[config.mk]
export PLATFORM = sky130hd
export DESIGN_NAME = ldc_top
export DESIGN_NICKNAME = d
export VERILOG_FILES = /design/src/common/ldc_pkg.sv /design/src/core/ldc_chan_timer.sv /design/src/core/ldc_top.sv
export VERILOG_INCLUDE_DIRS = /design/src /design/src/common
export SDC_FILE = /design/constraint.sdc
export NUM_CORES = 1
export LEC_CHECK = 0
export BUFFER_PORTS_ARGS = -buffer_cell sky130_fd_sc_hd__buf_2
export CAP_MARGIN = 20
export CELL_PAD_IN_SITES_DETAIL_PLACEMENT = 2
export CELL_PAD_IN_SITES_GLOBAL_PLACEMENT = 2
export CORE_UTILIZATION = 36
export DETAILED_ROUTE_END_ITERATION = 8
export PLACE_DENSITY = 0.79
export SLEW_MARGIN = 20
export SYNTH_ARGS = -nofsm -noshare
export SYNTH_HDL_FRONTEND = slang
export SYNTH_SLANG_ARGS = --single-unit
[constraint.sdc]
create_clock -name clock -period 6.3 [get_ports clock]
set_clock_uncertainty 0.15 [all_clocks]
set_input_delay 0.945 -clock clock [delete_from_list [all_inputs] [get_ports clock]]
set_output_delay 0.945 -clock clock [all_outputs]
set_load 0.02 [all_outputs]
[src/common/ldc_defines.svh]
// Constants for the loop detector channel logic
// Summary of operation
// - Scan channels one at a time, fixed order
// - Per-channel disable stops that channel only
// - Eight sensitivity levels set detection threshold
// - Lower class presence holds call four minutes
// - Higher class presence holds call sixty minutes
// - Delay 0 to 30 s, one second steps
// - Extension 0 to 15 s, quarter second steps
// - Both allowed; delay always runs first
// - Actuation during extension renews call without delay
// - Call forced while tuning, faulted or unpowered
// - Tuning finishes within ten seconds after power
// - Retune within ten seconds after fault clears
// - Fault indication latched until manual reset
// - Open loop and ground short are faults
// - Quarter inductance drop from tuned value faults
// - Shared loop safe: only one channel excited
`ifndef LDC_DEFINES_SVH
`define LDC_DEFINES_SVH

`define LDC_CLK_HZ 10000000
`define LDC_QTICK_MS 250
`define LDC_QTICK_CYC (`LDC_CLK_HZ / 1000 * `LDC_QTICK_MS)
`define LDC_QT_PER_SEC (1000 / `LDC_QTICK_MS)

`define LDC_DLY_MAX_SEC 30
`define LDC_EXT_MAX_SEC 15
`define LDC_EXT_MAX_QT (`LDC_EXT_MAX_SEC * `LDC_QT_PER_SEC)

`define LDC_TUNE_SEC 10
`define LDC_TUNE_QT (`LDC_TUNE_SEC * `LDC_QT_PER_SEC)

`define LDC_PRES2_MIN 4
`define LDC_PRES3_MIN 60
`define LDC_PRES2_QT (`LDC_PRES2_MIN * 60 * `LDC_QT_PER_SEC)
`define LDC_PRES3_QT (`LDC_PRES3_MIN * 60 * `LDC_QT_PER_SEC)

`define LDC_SENS_BASE 3
`define LDC_FAULT_SHIFT 2
`define LDC_SCAN_DWELL 64
`define LDC_NUM_CH 2
`define LDC_CNT_W 16
`define LDC_TMR_W 8
`define LDC_HOLD_W 16

`endif

[src/common/ldc_pkg.sv]
// Types shared by the loop detector channel logic
`include "ldc_defines.svh"
package ldc_pkg;

    typedef enum logic [1:0] {
        LDC_CH_OFF,
        LDC_CH_TUNE,
        LDC_CH_RUN,
        LDC_CH_FAULT
    } ldc_mode_e;

    typedef enum logic [1:0] {
        LDC_T_IDLE,
        LDC_T_DELAY,
        LDC_T_CALL,
        LDC_T_EXT
    } ldc_tstate_e;

    typedef struct packed {
        logic enable;
        logic [2:0] sens;
        logic class3;
        logic [4:0] dly_sec;
        logic [5:0] ext_qt;
    } ldc_cfg_s;

    typedef struct packed {
        logic valid;
        logic [`LDC_CNT_W-1:0] count;
        logic open_loop;
        logic gnd_short;
    } ldc_sense_s;

    typedef struct packed {
        ldc_mode_e mode;
        logic [`LDC_CNT_W-1:0] ref_cnt;
        logic [`LDC_HOLD_W-1:0] hold_cnt;
        logic det;
        logic fault_flag;
    } ldc_ch_s;

    typedef struct packed {
        ldc_tstate_e st;
        logic [`LDC_TMR_W-1:0] cnt;
        logic call;
    } ldc_tmr_s;

endpackage : ldc_pkg

[src/core/ldc_chan_timer.sv]
// Delay and extension timer for one detector channel
`timescale 1ns/1ps
`include "ldc_defines.svh"
module ldc_chan_timer (
    input wire logic clock,
    input wire logic resetn,
    input wire logic qtick,
    input wire logic run,
    input wire logic det,
    input wire logic [4:0] dly_sec,
    input wire logic [5:0] ext_qt,
    output logic call
);
    import ldc_pkg::*;

    ldc_tmr_s s_ff;
    ldc_tmr_s nxt_s;
    logic [`LDC_TMR_W-1:0] dly_q;
    logic [`LDC_TMR_W-1:0] ext_q;

    // Out-of-range settings are clamped to the top of the range
    always_comb begin
        if (dly_sec > 5'(`LDC_DLY_MAX_SEC)) begin
            dly_q = `LDC_TMR_W'(`LDC_DLY_MAX_SEC * `LDC_QT_PER_SEC);
        end else begin
            dly_q = `LDC_TMR_W'(dly_sec) * `LDC_TMR_W'(`LDC_QT_PER_SEC);
        end
        if (ext_qt > 6'(`LDC_EXT_MAX_QT)) begin
            ext_q = `LDC_TMR_W'(`LDC_EXT_MAX_QT);
        end else begin
            ext_q = `LDC_TMR_W'(ext_qt);
        end
    end

    // First tick may fall early, so a delay runs up to one tick short
    always_comb begin
        nxt_s = s_ff;
        if (!run) begin
            nxt_s.st = LDC_T_IDLE;
            nxt_s.cnt = '0;
        end else begin
            unique case (s_ff.st)
                LDC_T_IDLE: begin
                    if (det && dly_q == '0) begin
                        nxt_s.st = LDC_T_CALL;
                    end else if (det) begin
                        nxt_s.st = LDC_T_DELAY;
                        nxt_s.cnt = dly_q;
                    end
                end
                LDC_T_DELAY: begin
                    if (!det) begin
                        nxt_s.st = LDC_T_IDLE;
                    end else if (qtick && s_ff.cnt <= `LDC_TMR_W'(1)) begin
                        nxt_s.st = LDC_T_CALL;
                    end else if (qtick) begin
                        nxt_s.cnt = s_ff.cnt - `LDC_TMR_W'(1);
                    end
                end
                LDC_T_CALL: begin
                    if (!det && ext_q == '0) begin
                        nxt_s.st = LDC_T_IDLE;
                    end else if (!det) begin
                        nxt_s.st = LDC_T_EXT;
                        nxt_s.cnt = ext_q;
                    end
                end
                LDC_T_EXT: begin
                    if (det) begin
                        nxt_s.st = LDC_T_CALL;
                    end else if (qtick && s_ff.cnt <= `LDC_TMR_W'(1)) begin
                        nxt_s.st = LDC_T_IDLE;
                    end else if (qtick) begin
                        nxt_s.cnt = s_ff.cnt - `LDC_TMR_W'(1);
                    end
                end
            endcase
        end
        nxt_s.call = (nxt_s.st == LDC_T_CALL) || (nxt_s.st == LDC_T_EXT);
    end

    always_ff @(posedge clock) begin
        if (!resetn) begin
            s_ff <= '0;
        end else begin
            s_ff <= nxt_s;
        end
    end

    assign call = s_ff.call;

endmodule : ldc_chan_timer

[src/core/ldc_top.sv]
// Multi-channel loop detector scan, tuning, fault and call logic
`timescale 1ns/1ps
`include "ldc_defines.svh"
module ldc_top #(
    parameter int NUM_CH = `LDC_NUM_CH,
    parameter int TICK_CYC = `LDC_QTICK_CYC,
    parameter int SCAN_DWELL = `LDC_SCAN_DWELL
) (
    input wire logic clock,
    input wire logic resetn,
    input wire ldc_pkg::ldc_cfg_s [NUM_CH-1:0] cfg,
    input wire ldc_pkg::ldc_sense_s sense,
    input wire logic [NUM_CH-1:0] fault_reset,
    output logic [((NUM_CH > 1) ? $clog2(NUM_CH) : 1)-1:0] scan_sel,
    output logic scan_start,
    output logic [NUM_CH-1:0] excite,
    output logic [NUM_CH-1:0] call_n,
    output logic [NUM_CH-1:0] fault_ind,
    output logic [NUM_CH-1:0] tuning,
    output logic [NUM_CH-1:0] detect
);
    import ldc_pkg::*;

    localparam int CH_W = (NUM_CH > 1) ? $clog2(NUM_CH) : 1;
    localparam int TICK_W = $clog2(TICK_CYC + 1);
    localparam int DW_W = $clog2(SCAN_DWELL + 1);
    localparam int CW = `LDC_CNT_W;
    localparam int HW = `LDC_HOLD_W;

    initial begin
        if (NUM_CH < 1 || NUM_CH > 16) begin
            $error("NUM_CH must be 1 to 16");
        end
        if (TICK_CYC < 1) begin
            $error("TICK_CYC must be at least 1");
        end
        if (SCAN_DWELL < 2) begin
            $error("SCAN_DWELL must be at least 2");
        end
    end

    typedef struct packed {
        logic [TICK_W-1:0] tick_cnt;
        logic qtick;
        logic [CH_W-1:0] idx;
        logic [DW_W-1:0] dwell;
        logic start;
        logic [NUM_CH-1:0] excite;
        ldc_ch_s [NUM_CH-1:0] ch;
        logic [NUM_CH-1:0] call;
    } ldc_state_s;

    ldc_state_s s_ff;
    ldc_state_s nxt_s;
    logic [NUM_CH-1:0] tmr_call;
    logic [NUM_CH-1:0] en_mask;

    // Next enabled channel after idx, wrapping; stays put if none
    function automatic logic [CH_W-1:0] ldc_next_chan(
        input logic [CH_W-1:0] idx,
        input logic [NUM_CH-1:0] en
    );
        logic [CH_W-1:0] res;
        logic found;
        int cand;
        res = idx;
        found = 1'b0;
        for (int k = 1; k <= NUM_CH; k++) begin
            cand = (int'(idx) + k) % NUM_CH;
            if (!found && en[cand]) begin
                res = CH_W'(cand);
                found = 1'b1;
            end
        end
        return res;
    endfunction : ldc_next_chan

    // Inductance drop below tuned value; a rise reads as zero
    function automatic logic [CW-1:0] ldc_drop(
        input logic [CW-1:0] ref_cnt,
        input logic [CW-1:0] count
    );
        logic [CW-1:0] res;
        res = (ref_cnt > count) ? (ref_cnt - count) : '0;
        return res;
    endfunction : ldc_drop

    // Higher level shifts further, giving a smaller threshold
    function automatic logic [CW-1:0] ldc_thresh(
        input logic [CW-1:0] ref_cnt,
        input logic [2:0] sens
    );
        logic [CW-1:0] res;
        res = ref_cnt >> (`LDC_SENS_BASE + int'(sens));
        if (res == '0) begin
            res = CW'(1);
        end
        return res;
    endfunction : ldc_thresh

    generate
        for (genvar g = 0; g < NUM_CH; g++) begin : g_chan
            assign en_mask[g] = cfg[g].enable;
            ldc_chan_timer u_tmr (
                .clock(clock),
                .resetn(resetn),
                .qtick(s_ff.qtick),
                .run(s_ff.ch[g].mode == LDC_CH_RUN),
                .det(s_ff.ch[g].det),
                .dly_sec(cfg[g].dly_sec),
                .ext_qt(cfg[g].ext_qt),
                .call(tmr_call[g])
            );
        end
    endgenerate

    always_comb begin
        logic samp;
        logic hard_flt;
        logic drop_flt;
        logic [CW-1:0] drop;
        logic [CW-1:0] quarter;
        logic [HW-1:0] hold_lim;
        samp = 1'b0;
        hard_flt = 1'b0;
        drop_flt = 1'b0;
        drop = '0;
        quarter = '0;
        hold_lim = '0;
        nxt_s = s_ff;

        // Common quarter-second timebase
        if (s_ff.tick_cnt >= TICK_W'(TICK_CYC - 1)) begin
            nxt_s.tick_cnt = '0;
            nxt_s.qtick = 1'b1;
        end else begin
            nxt_s.tick_cnt = s_ff.tick_cnt + TICK_W'(1);
            nxt_s.qtick = 1'b0;
        end

        // Only one loop oscillator runs at a time, so channels sharing
        // a loop never see each other's excitation
        nxt_s.start = 1'b0;
        if (s_ff.dwell >= DW_W'(SCAN_DWELL - 1)) begin
            nxt_s.dwell = '0;
            nxt_s.idx = ldc_next_chan(s_ff.idx, en_mask);
            nxt_s.start = 1'b1;
        end else begin
            nxt_s.dwell = s_ff.dwell + DW_W'(1);
        end
        if (!en_mask[s_ff.idx]) begin
            nxt_s.idx = ldc_next_chan(s_ff.idx, en_mask);
            nxt_s.dwell = '0;
            nxt_s.start = en_mask != '0;
        end
        nxt_s.excite = '0;
        nxt_s.excite[nxt_s.idx] = en_mask[nxt_s.idx];

        for (int i = 0; i < NUM_CH; i++) begin
            // Results are only taken for the channel now excited
            samp = sense.valid && s_ff.excite[i] &&
                (s_ff.idx == CH_W'(i));
            hard_flt = samp && (sense.open_loop || sense.gnd_short);
            quarter = s_ff.ch[i].ref_cnt >> `LDC_FAULT_SHIFT;
            drop = ldc_drop(s_ff.ch[i].ref_cnt, sense.count);
            drop_flt = samp && (s_ff.ch[i].mode == LDC_CH_RUN) &&
                (drop >= quarter) && (quarter != '0);
            hold_lim = cfg[i].class3 ? HW'(`LDC_PRES3_QT) :
                HW'(`LDC_PRES2_QT);

            unique case (s_ff.ch[i].mode)
                LDC_CH_OFF: begin
                    nxt_s.ch[i].mode = LDC_CH_TUNE;
                    nxt_s.ch[i].hold_cnt = '0;
                end
                LDC_CH_TUNE: begin
                    if (hard_flt) begin
                        nxt_s.ch[i].mode = LDC_CH_FAULT;
                    end else if (samp) begin
                        nxt_s.ch[i].ref_cnt = sense.count;
                        nxt_s.ch[i].mode = LDC_CH_RUN;
                        nxt_s.ch[i].hold_cnt = '0;
                    end else if (s_ff.qtick && s_ff.ch[i].hold_cnt >=
                        HW'(`LDC_TUNE_QT - 1)) begin
                        // No answer from the loop in time: go to fault mode, but fault_flag is not set
                        nxt_s.ch[i].mode = LDC_CH_FAULT;
                        nxt_s.ch[i].hold_cnt = '0;
                    end else if (s_ff.qtick) begin
                        nxt_s.ch[i].hold_cnt =
                            s_ff.ch[i].hold_cnt + HW'(1);
                    end
                    nxt_s.ch[i].det = 1'b0;
                end
                LDC_CH_RUN: begin
                    if (hard_flt || drop_flt) begin
                        nxt_s.ch[i].mode = LDC_CH_FAULT;
                        nxt_s.ch[i].det = 1'b0;
                        nxt_s.ch[i].hold_cnt = '0;
                    end else begin
                        if (samp) begin
                            nxt_s.ch[i].det = drop >= ldc_thresh(
                                s_ff.ch[i].ref_cnt, cfg[i].sens);
                        end
                        if (!s_ff.ch[i].det) begin
                            nxt_s.ch[i].hold_cnt = '0;
                        end else if (s_ff.qtick && s_ff.ch[i].hold_cnt >=
                            hold_lim - HW'(1)) begin
                            // Retune absorbs the parked vehicle
                            nxt_s.ch[i].mode = LDC_CH_TUNE;
                            nxt_s.ch[i].det = 1'b0;
                            nxt_s.ch[i].hold_cnt = '0;
                        end else if (s_ff.qtick) begin
                            nxt_s.ch[i].hold_cnt =
                                s_ff.ch[i].hold_cnt + HW'(1);
                        end
                    end
                end
                LDC_CH_FAULT: begin
                    if (samp && !hard_flt) begin
                        nxt_s.ch[i].mode = LDC_CH_TUNE;
                        nxt_s.ch[i].hold_cnt = '0;
                    end
                    nxt_s.ch[i].det = 1'b0;
                end
            endcase

            if (!cfg[i].enable) begin
                nxt_s.ch[i].mode = LDC_CH_OFF;
                nxt_s.ch[i].det = 1'b0;
                nxt_s.ch[i].hold_cnt = '0;
            end

            // New fault wins over a manual reset in the same cycle
            nxt_s.ch[i].fault_flag = hard_flt || drop_flt ||
                (s_ff.ch[i].fault_flag && !fault_reset[i]);

            nxt_s.call[i] = cfg[i].enable && (tmr_call[i] ||
                (s_ff.ch[i].mode == LDC_CH_TUNE) ||
                (s_ff.ch[i].mode == LDC_CH_FAULT));
        end
    end

    always_ff @(posedge clock) begin
        if (!resetn) begin
            s_ff <= '0;
        end else begin
            s_ff <= nxt_s;
        end
    end

    assign scan_sel = s_ff.idx;
    assign scan_start = s_ff.start;
    assign excite = s_ff.excite;

    generate
        for (genvar g = 0; g < NUM_CH; g++) begin : g_out
            // Active low, so a dead unit pulls every call on
            assign call_n[g] = !s_ff.call[g];
            assign fault_ind[g] = s_ff.ch[g].fault_flag;
            assign tuning[g] = s_ff.ch[g].mode == LDC_CH_TUNE;
            assign detect[g] = s_ff.ch[g].det;
        end
    endgenerate

endmodule : ldc_top
Word level (Yosys, flattened, before mapping)
Cells that the tools add are included.
Widths: inputs -> output; s select.
{"block": "classes", "addsub": 14, "magnitude_cmp": 23, "n_eq_ne": 38, "shifts": 2, "muxes": 113, "bitwise": 8, "reduce_logical": 83}
{"op": "$mux 16", "n": 24}
{"op": "$pmux 16 s4", "n": 2}
{"op": "$mux 8", "n": 12}
{"op": "$pmux 10 s4", "n": 2}
{"op": "$ge 16x16->1", "n": 4}
{"op": "$mux 10", "n": 6}
{"op": "$mux 2", "n": 26}
{"op": "$mux 17", "n": 2}
{"op": "$add 16x1->16 const B", "n": 2}
{"op": "$ge 16x14->1", "n": 2}
{"op": "$ge 16x6->1 const B", "n": 2}
{"op": "$gt 16x16->1", "n": 2}
{"op": "$logic_not 16->1", "n": 2}
{"op": "$logic_not 8->1", "n": 4}
{"op": "$ne 2x2->1 const B", "n": 16}
{"op": "$reduce_bool 16->1", "n": 2}
{"op": "$shr 16x4->16", "n": 2}
{"op": "$sub 16x16->16", "n": 2}
{"op": "$logic_and 1x1->1", "n": 31}
{"op": "$sub 14x1->15 const B", "n": 2}
{"op": "$mux 14", "n": 2}
{"op": "$mux 1", "n": 26}
{"op": "$eq 2x2->1 const B", "n": 12}
{"op": "$add 22x1->22 const B", "n": 1}
{"op": "other kinds (34)", "n": 93}
{"block": "word_totals", "regBits": 130, "output_inout_bits": 12}

Longest topological paths before layout
{"block": "depth", "ltp_word": 17, "ltp_mapped": 23, "ltp_nobuf": 21}

Hierarchy
From an unflattened synthesis, not the netlist that was laid out.
{"block": "hier_totals", "hier_cells": 1444, "area_unflattened_um2": 11048.1}
{"mod": "ldc_top", "n_inst": 1, "cells_each": 1222, "area_each_um2": 9271.4}
{"mod": "ldc_chan_timer", "n_inst": 2, "cells_each": 111, "area_each_um2": 888.4}

Least setup slack after synthesis
No wires, ideal clock.
{"block": "synth_timing", "path_type": "input port to flip-flop", "start": "input port sense[2] (netlist bit)", "end": "register s_ff[8] (netlist bit)", "setup_ns": 0.074, "t_arrival_ns": 4.983, "t_required_ns": 6.076, "slack_ns": 1.093, "cell_stages": 21, "path_buffers": 2, "path_cell_list": "ha_1 inv_1 fa_1 a21o_1 a21oi_2 o221ai_1 o21ai_2 clkbuf_1 nor2_1 ha_1 a21o_1 a21o_1 a21o_1 nor3_1 nand2_1 o21ai_0 o2111ai_4 a211oi_4 buf_6 nand2_1 a31oi_1"}
{"block": "synth_between", "elab_chain_len": 8}
{"element": "start: declaration", "line_no": "ldc_top.sv:12", "text": "input wire ldc_pkg::ldc_sense_s sense,"}
{"element": "$sub 16x16->16 or $gt 16x16->1 (tied branches)", "line_no": "ldc_top.sv:84", "text": "res = (ref_cnt > count) ? (ref_cnt - count) : '0;"}
{"element": "$mux 16 *", "line_no": "ldc_top.sv:84"}
{"element": "$ge 16x14->1 *", "line_no": "ldc_top.sv:167", "text": "(drop >= quarter) && (quarter != '0);"}
{"element": "$logic_and 1x1->1 *", "line_no": "ldc_top.sv:166", "text": "drop_flt = samp && (s_ff.ch[i].mode == LDC_CH_RUN) &&"}
{"element": "$logic_and 1x1->1 *", "line_no": "ldc_top.sv:167"}
{"element": "$logic_or 1x1->1 *", "line_no": "ldc_top.sv:195", "text": "if (hard_flt || drop_flt) begin"}
{"element": "$mux 17 *", "line_no": "ldc_top.sv:195"}
{"element": "$pmux 16 s4 *", "line_no": "ldc_top.sv:171", "text": "unique case (s_ff.ch[i].mode)"}
{"element": "end signal: assignment", "line_no": "ldc_top.sv:247", "text": "s_ff <= nxt_s;"}
{"element": "end: declaration", "line_no": "ldc_top.sv:53", "text": "ldc_state_s s_ff;"}
Mark *: on every way between the ends. The rest lies on a longest branch, timed or not.
A chain may end at the register's enable or synchronous reset.

Final worst setup path
{"block": "layout_timing", "start": "input port sense[3] (netlist bit)", "end": "register s_ff[14] (netlist bit)"}
Same word-level chain as after synthesis.

==> metrics.cfg <==
[final_layout]
fill_cells = 3445
utilization_pct = 40.9
seq_area_um2 = 2600
layout.nets = 1627
area.growth.synth_to_final_pct = 11.8
antenna_cells = 0
finalInstanceArea_um2 = 11800
drive_gt1_share_pct = 9.03
multi_input_area_um2 = 7350

[routing]
wl_mm = 37.9
drt_iter0_markers = 451
wl_per_cell_um = 20.4
remaining_drc_errors = 0
antenna_left = 0
num_vias = 10700
dr.pass1.iters = 5
routed_via_density = 5.77

[synth]
postSynth.asyncResetShare_pct = 0
ys_seq_area_share_pct = 24.8
ys_warn_count = 0
synth_top_area_share_pct = 24.8
synth_most_common_cell = nand2_1
ys_ff_latch = 130
syn_nets = 1589
syn_area_per_cell_um2 = 7.39
synth_area_leader_cell = dfxtp_1
synthTopCellsByCount = nand2_1, nor2_1, dfxtp_1
synth.distinct_cells = 76
synth_enable_flop_cells = 0
syn_area_um2 = 10500
synth_area_leaders = dfxtp_1, ha_1, nand2_1, a21oi_1, nor2_1
synth_ff_type = dfxtp_1
syn_inst = 1422

[flow_run]
maxCapViolations = 0

[grt]
antenna_found_initial = 0
grt_pass1_vias = 11600
grt_usage_pct = 25.6
grt_max_degree = 35
overflow = 0
grt_pass1_wl_mm = 61.5

[pwr]
peakVddDrop_mv = 0.186
powerDensity_nw_per_um2 = 180
p_leak_nw = 4.67

[clock_network]
cts.clk_slew.worst_paths_ps = 60
cts.repair.resized = 0
cts_tree = done
clock_sinks = 130
cts_buffer_depth = 2
cts-hold-fix-buffers = 0
clk_latency_ps = 450
cts-root-buf = clkbuf_16
post-cts-setup-buffer-count = 0
htree_num_levels = 4
cts_made_buffers = 17

[setup_path]
cp_slowest_stage_delay_ps = 750
cp_cell_sequence = buf_2 > inv_1 > fa_1 > a21o_1 > a21oi_2 > o21ai_0 > a21o_1 > a21oi_1 > xor2_1 > nor2_1 > ha_1 > nor2b_1 > o21ai_0 > a211o_1 > nand2_1 > o21ai_0 > o2111ai_4 > a211oi_4 > a21oi_1 > o21ai_0
start_kind = primary input
end_kind = flop
crit_fanout = 17
cp_common_cell = o21ai_0
critPathArrivalTime_ps = 5620
cp.required_ps = 6500
cp_slowest_cell = a211oi_4
path_class = in2reg

[timing]
drv_slew = 0
setup_ws_ps = 879
finalCritPeriodShare_pct = 86.0
relSlewSlack_pct = 36.8
setup-violations-final = 0
rsz0062_at_grt = no
hold_viol = 0
max_freq_mhz = 184
tns_ps = 0
period_minus_slack_ps = 5420
worst_pin_slew_ps = 940

[place]
postPlaceCellArea_um2 = 11100
io_buffers = 66
dp_hpwl_mm = 29.0
place_ws_ps = 439
routabilityCongestion = 0.914

[floorplan]
die-area_um2 = 29900
die_x_um = 173
die_h_um = 173
fp-row-count = 62
start_util_pct = 36.6
core_um2 = 28700
ios = 67

[run_status]
outcome = complete, no violations

[worst_hold_path]
hold_path_class = reg2reg

==> per-layer routing <==
layer  track usage, %  vias to the layer above  share of wire (%)
met1             33.3                     5329                 48
met3             3.58                       44                2.7
li1                 -                     5197                  -
met5                0                        -                  0
met4             6.49                        0                1.4
met2             44.2                      141                 48
==> final timing paths <==
kind | startpoint | endpoint | slack (ps) | cells after the start
max | sense[3] | s_ff[14]$_SDFFE_PN0P_ | 880 | 20
min | s_ff[20]$_SDFFE_PN0P_ | s_ff[20]$_SDFFE_PN0P_ | 310 | 2
max reg2reg | s_ff[20]$_SDFFE_PN0P_ | s_ff[14]$_SDFFE_PN0P_ | 1160 | 21
min reg2reg | s_ff[20]$_SDFFE_PN0P_ | s_ff[20]$_SDFFE_PN0P_ | 310 | 2
==> worst max-delay path, delay by kind of cell <==
kind,cells,cell delay [ps]
and+or+nand+nor,3,290
AOI/OAI and AO/OA,12,3120
adders and majority gates,2,770
buffers and inverters,2,270
xor gates and xnor gates,1,220
==> final cells by class <==
| type | count | area share (%) |
|---|---|---|
| multi-input cells | 1150 | 62.5 |
| flip-flops and latches | 130 | 22.1 |
| well taps | 384 | 4.09 |
| clock buffers | 17 | 3.62 |
| repair buffers | 73 | 3.26 |
| inverters | 88 | 2.81 |
| clock inverters | 15 | 1.55 |
==> flip-flops by register name (all words and copies together) (netlist names) <==
signal,count
fault_ind,2
scan_start,1
g_chan.u_tmr.s_ff,20
detect,2
excite,2
s_ff,100
scan_sel,1
g_chan.u_tmr.call,2
==> cells by family after synthesis <==
kind of cell               after synthesis  share of synthesized area [%]
DFF                                    130                           24.8
AOI/OAI and AO/OA                      369                           22.4
xor gates and xnor gates                48                           4.00
and+or+nand+nor                        585                           25.9
other                                    1                         0.0357
adders and majority gates              113                           13.6
buffers and inverters                  142                           5.38
muxes                                   34                           3.99
==> per-stage QoR <==
stage               cells  power (mW)  hold slack, ps
floorplan            1422       0.988             265
detailed placement   1825        1.07             304
global placement     1825        1.06             287
CTS                  1857        2.14             313
global route         1857        2.19             341
finish               1857        2.12             313
==> layout by cell type, fill, tap and decap left out, types with 7 or more instances in the layout <==
| master | instances |
|---|---|
| a2111oi_0 | 7 |
| a211oi_1 | 15 |
| a21o_1 | 22 |
| a21oi_1 | 116 |
| a22oi_1 | 16 |
| a31oi_1 | 22 |
| and2_1 | 8 |
| and3_1 | 20 |
| buf_2 | 66 |
| buf_4 | 7 |
| clkbuf_16 | 17 |
| dfxtp_1 | 130 |
| ha_1 | 110 |
| inv_1 | 85 |
| mux2i_1 | 25 |
| nand2_1 | 209 |
| nand2b_1 | 17 |
| nand3_1 | 50 |
| nand4_1 | 38 |
| nor2_1 | 145 |
| nor2b_1 | 12 |
| nor3_1 | 33 |
| nor4_1 | 19 |
| o211ai_1 | 13 |
| o21a_1 | 8 |
| o21ai_0 | 78 |
| o22ai_1 | 10 |
| xnor2_1 | 21 |
| xor2_1 | 27 |
==> report_power, final <==
part / switching [mW] / internal, mW / total, mW
clock: 0.440 / 0.628 / 1.07
combinational: 0.139 / 0.0738 / 0.213
sequential: 0.00841 / 0.829 / 0.837
Power figures use the tool's default switching activity.
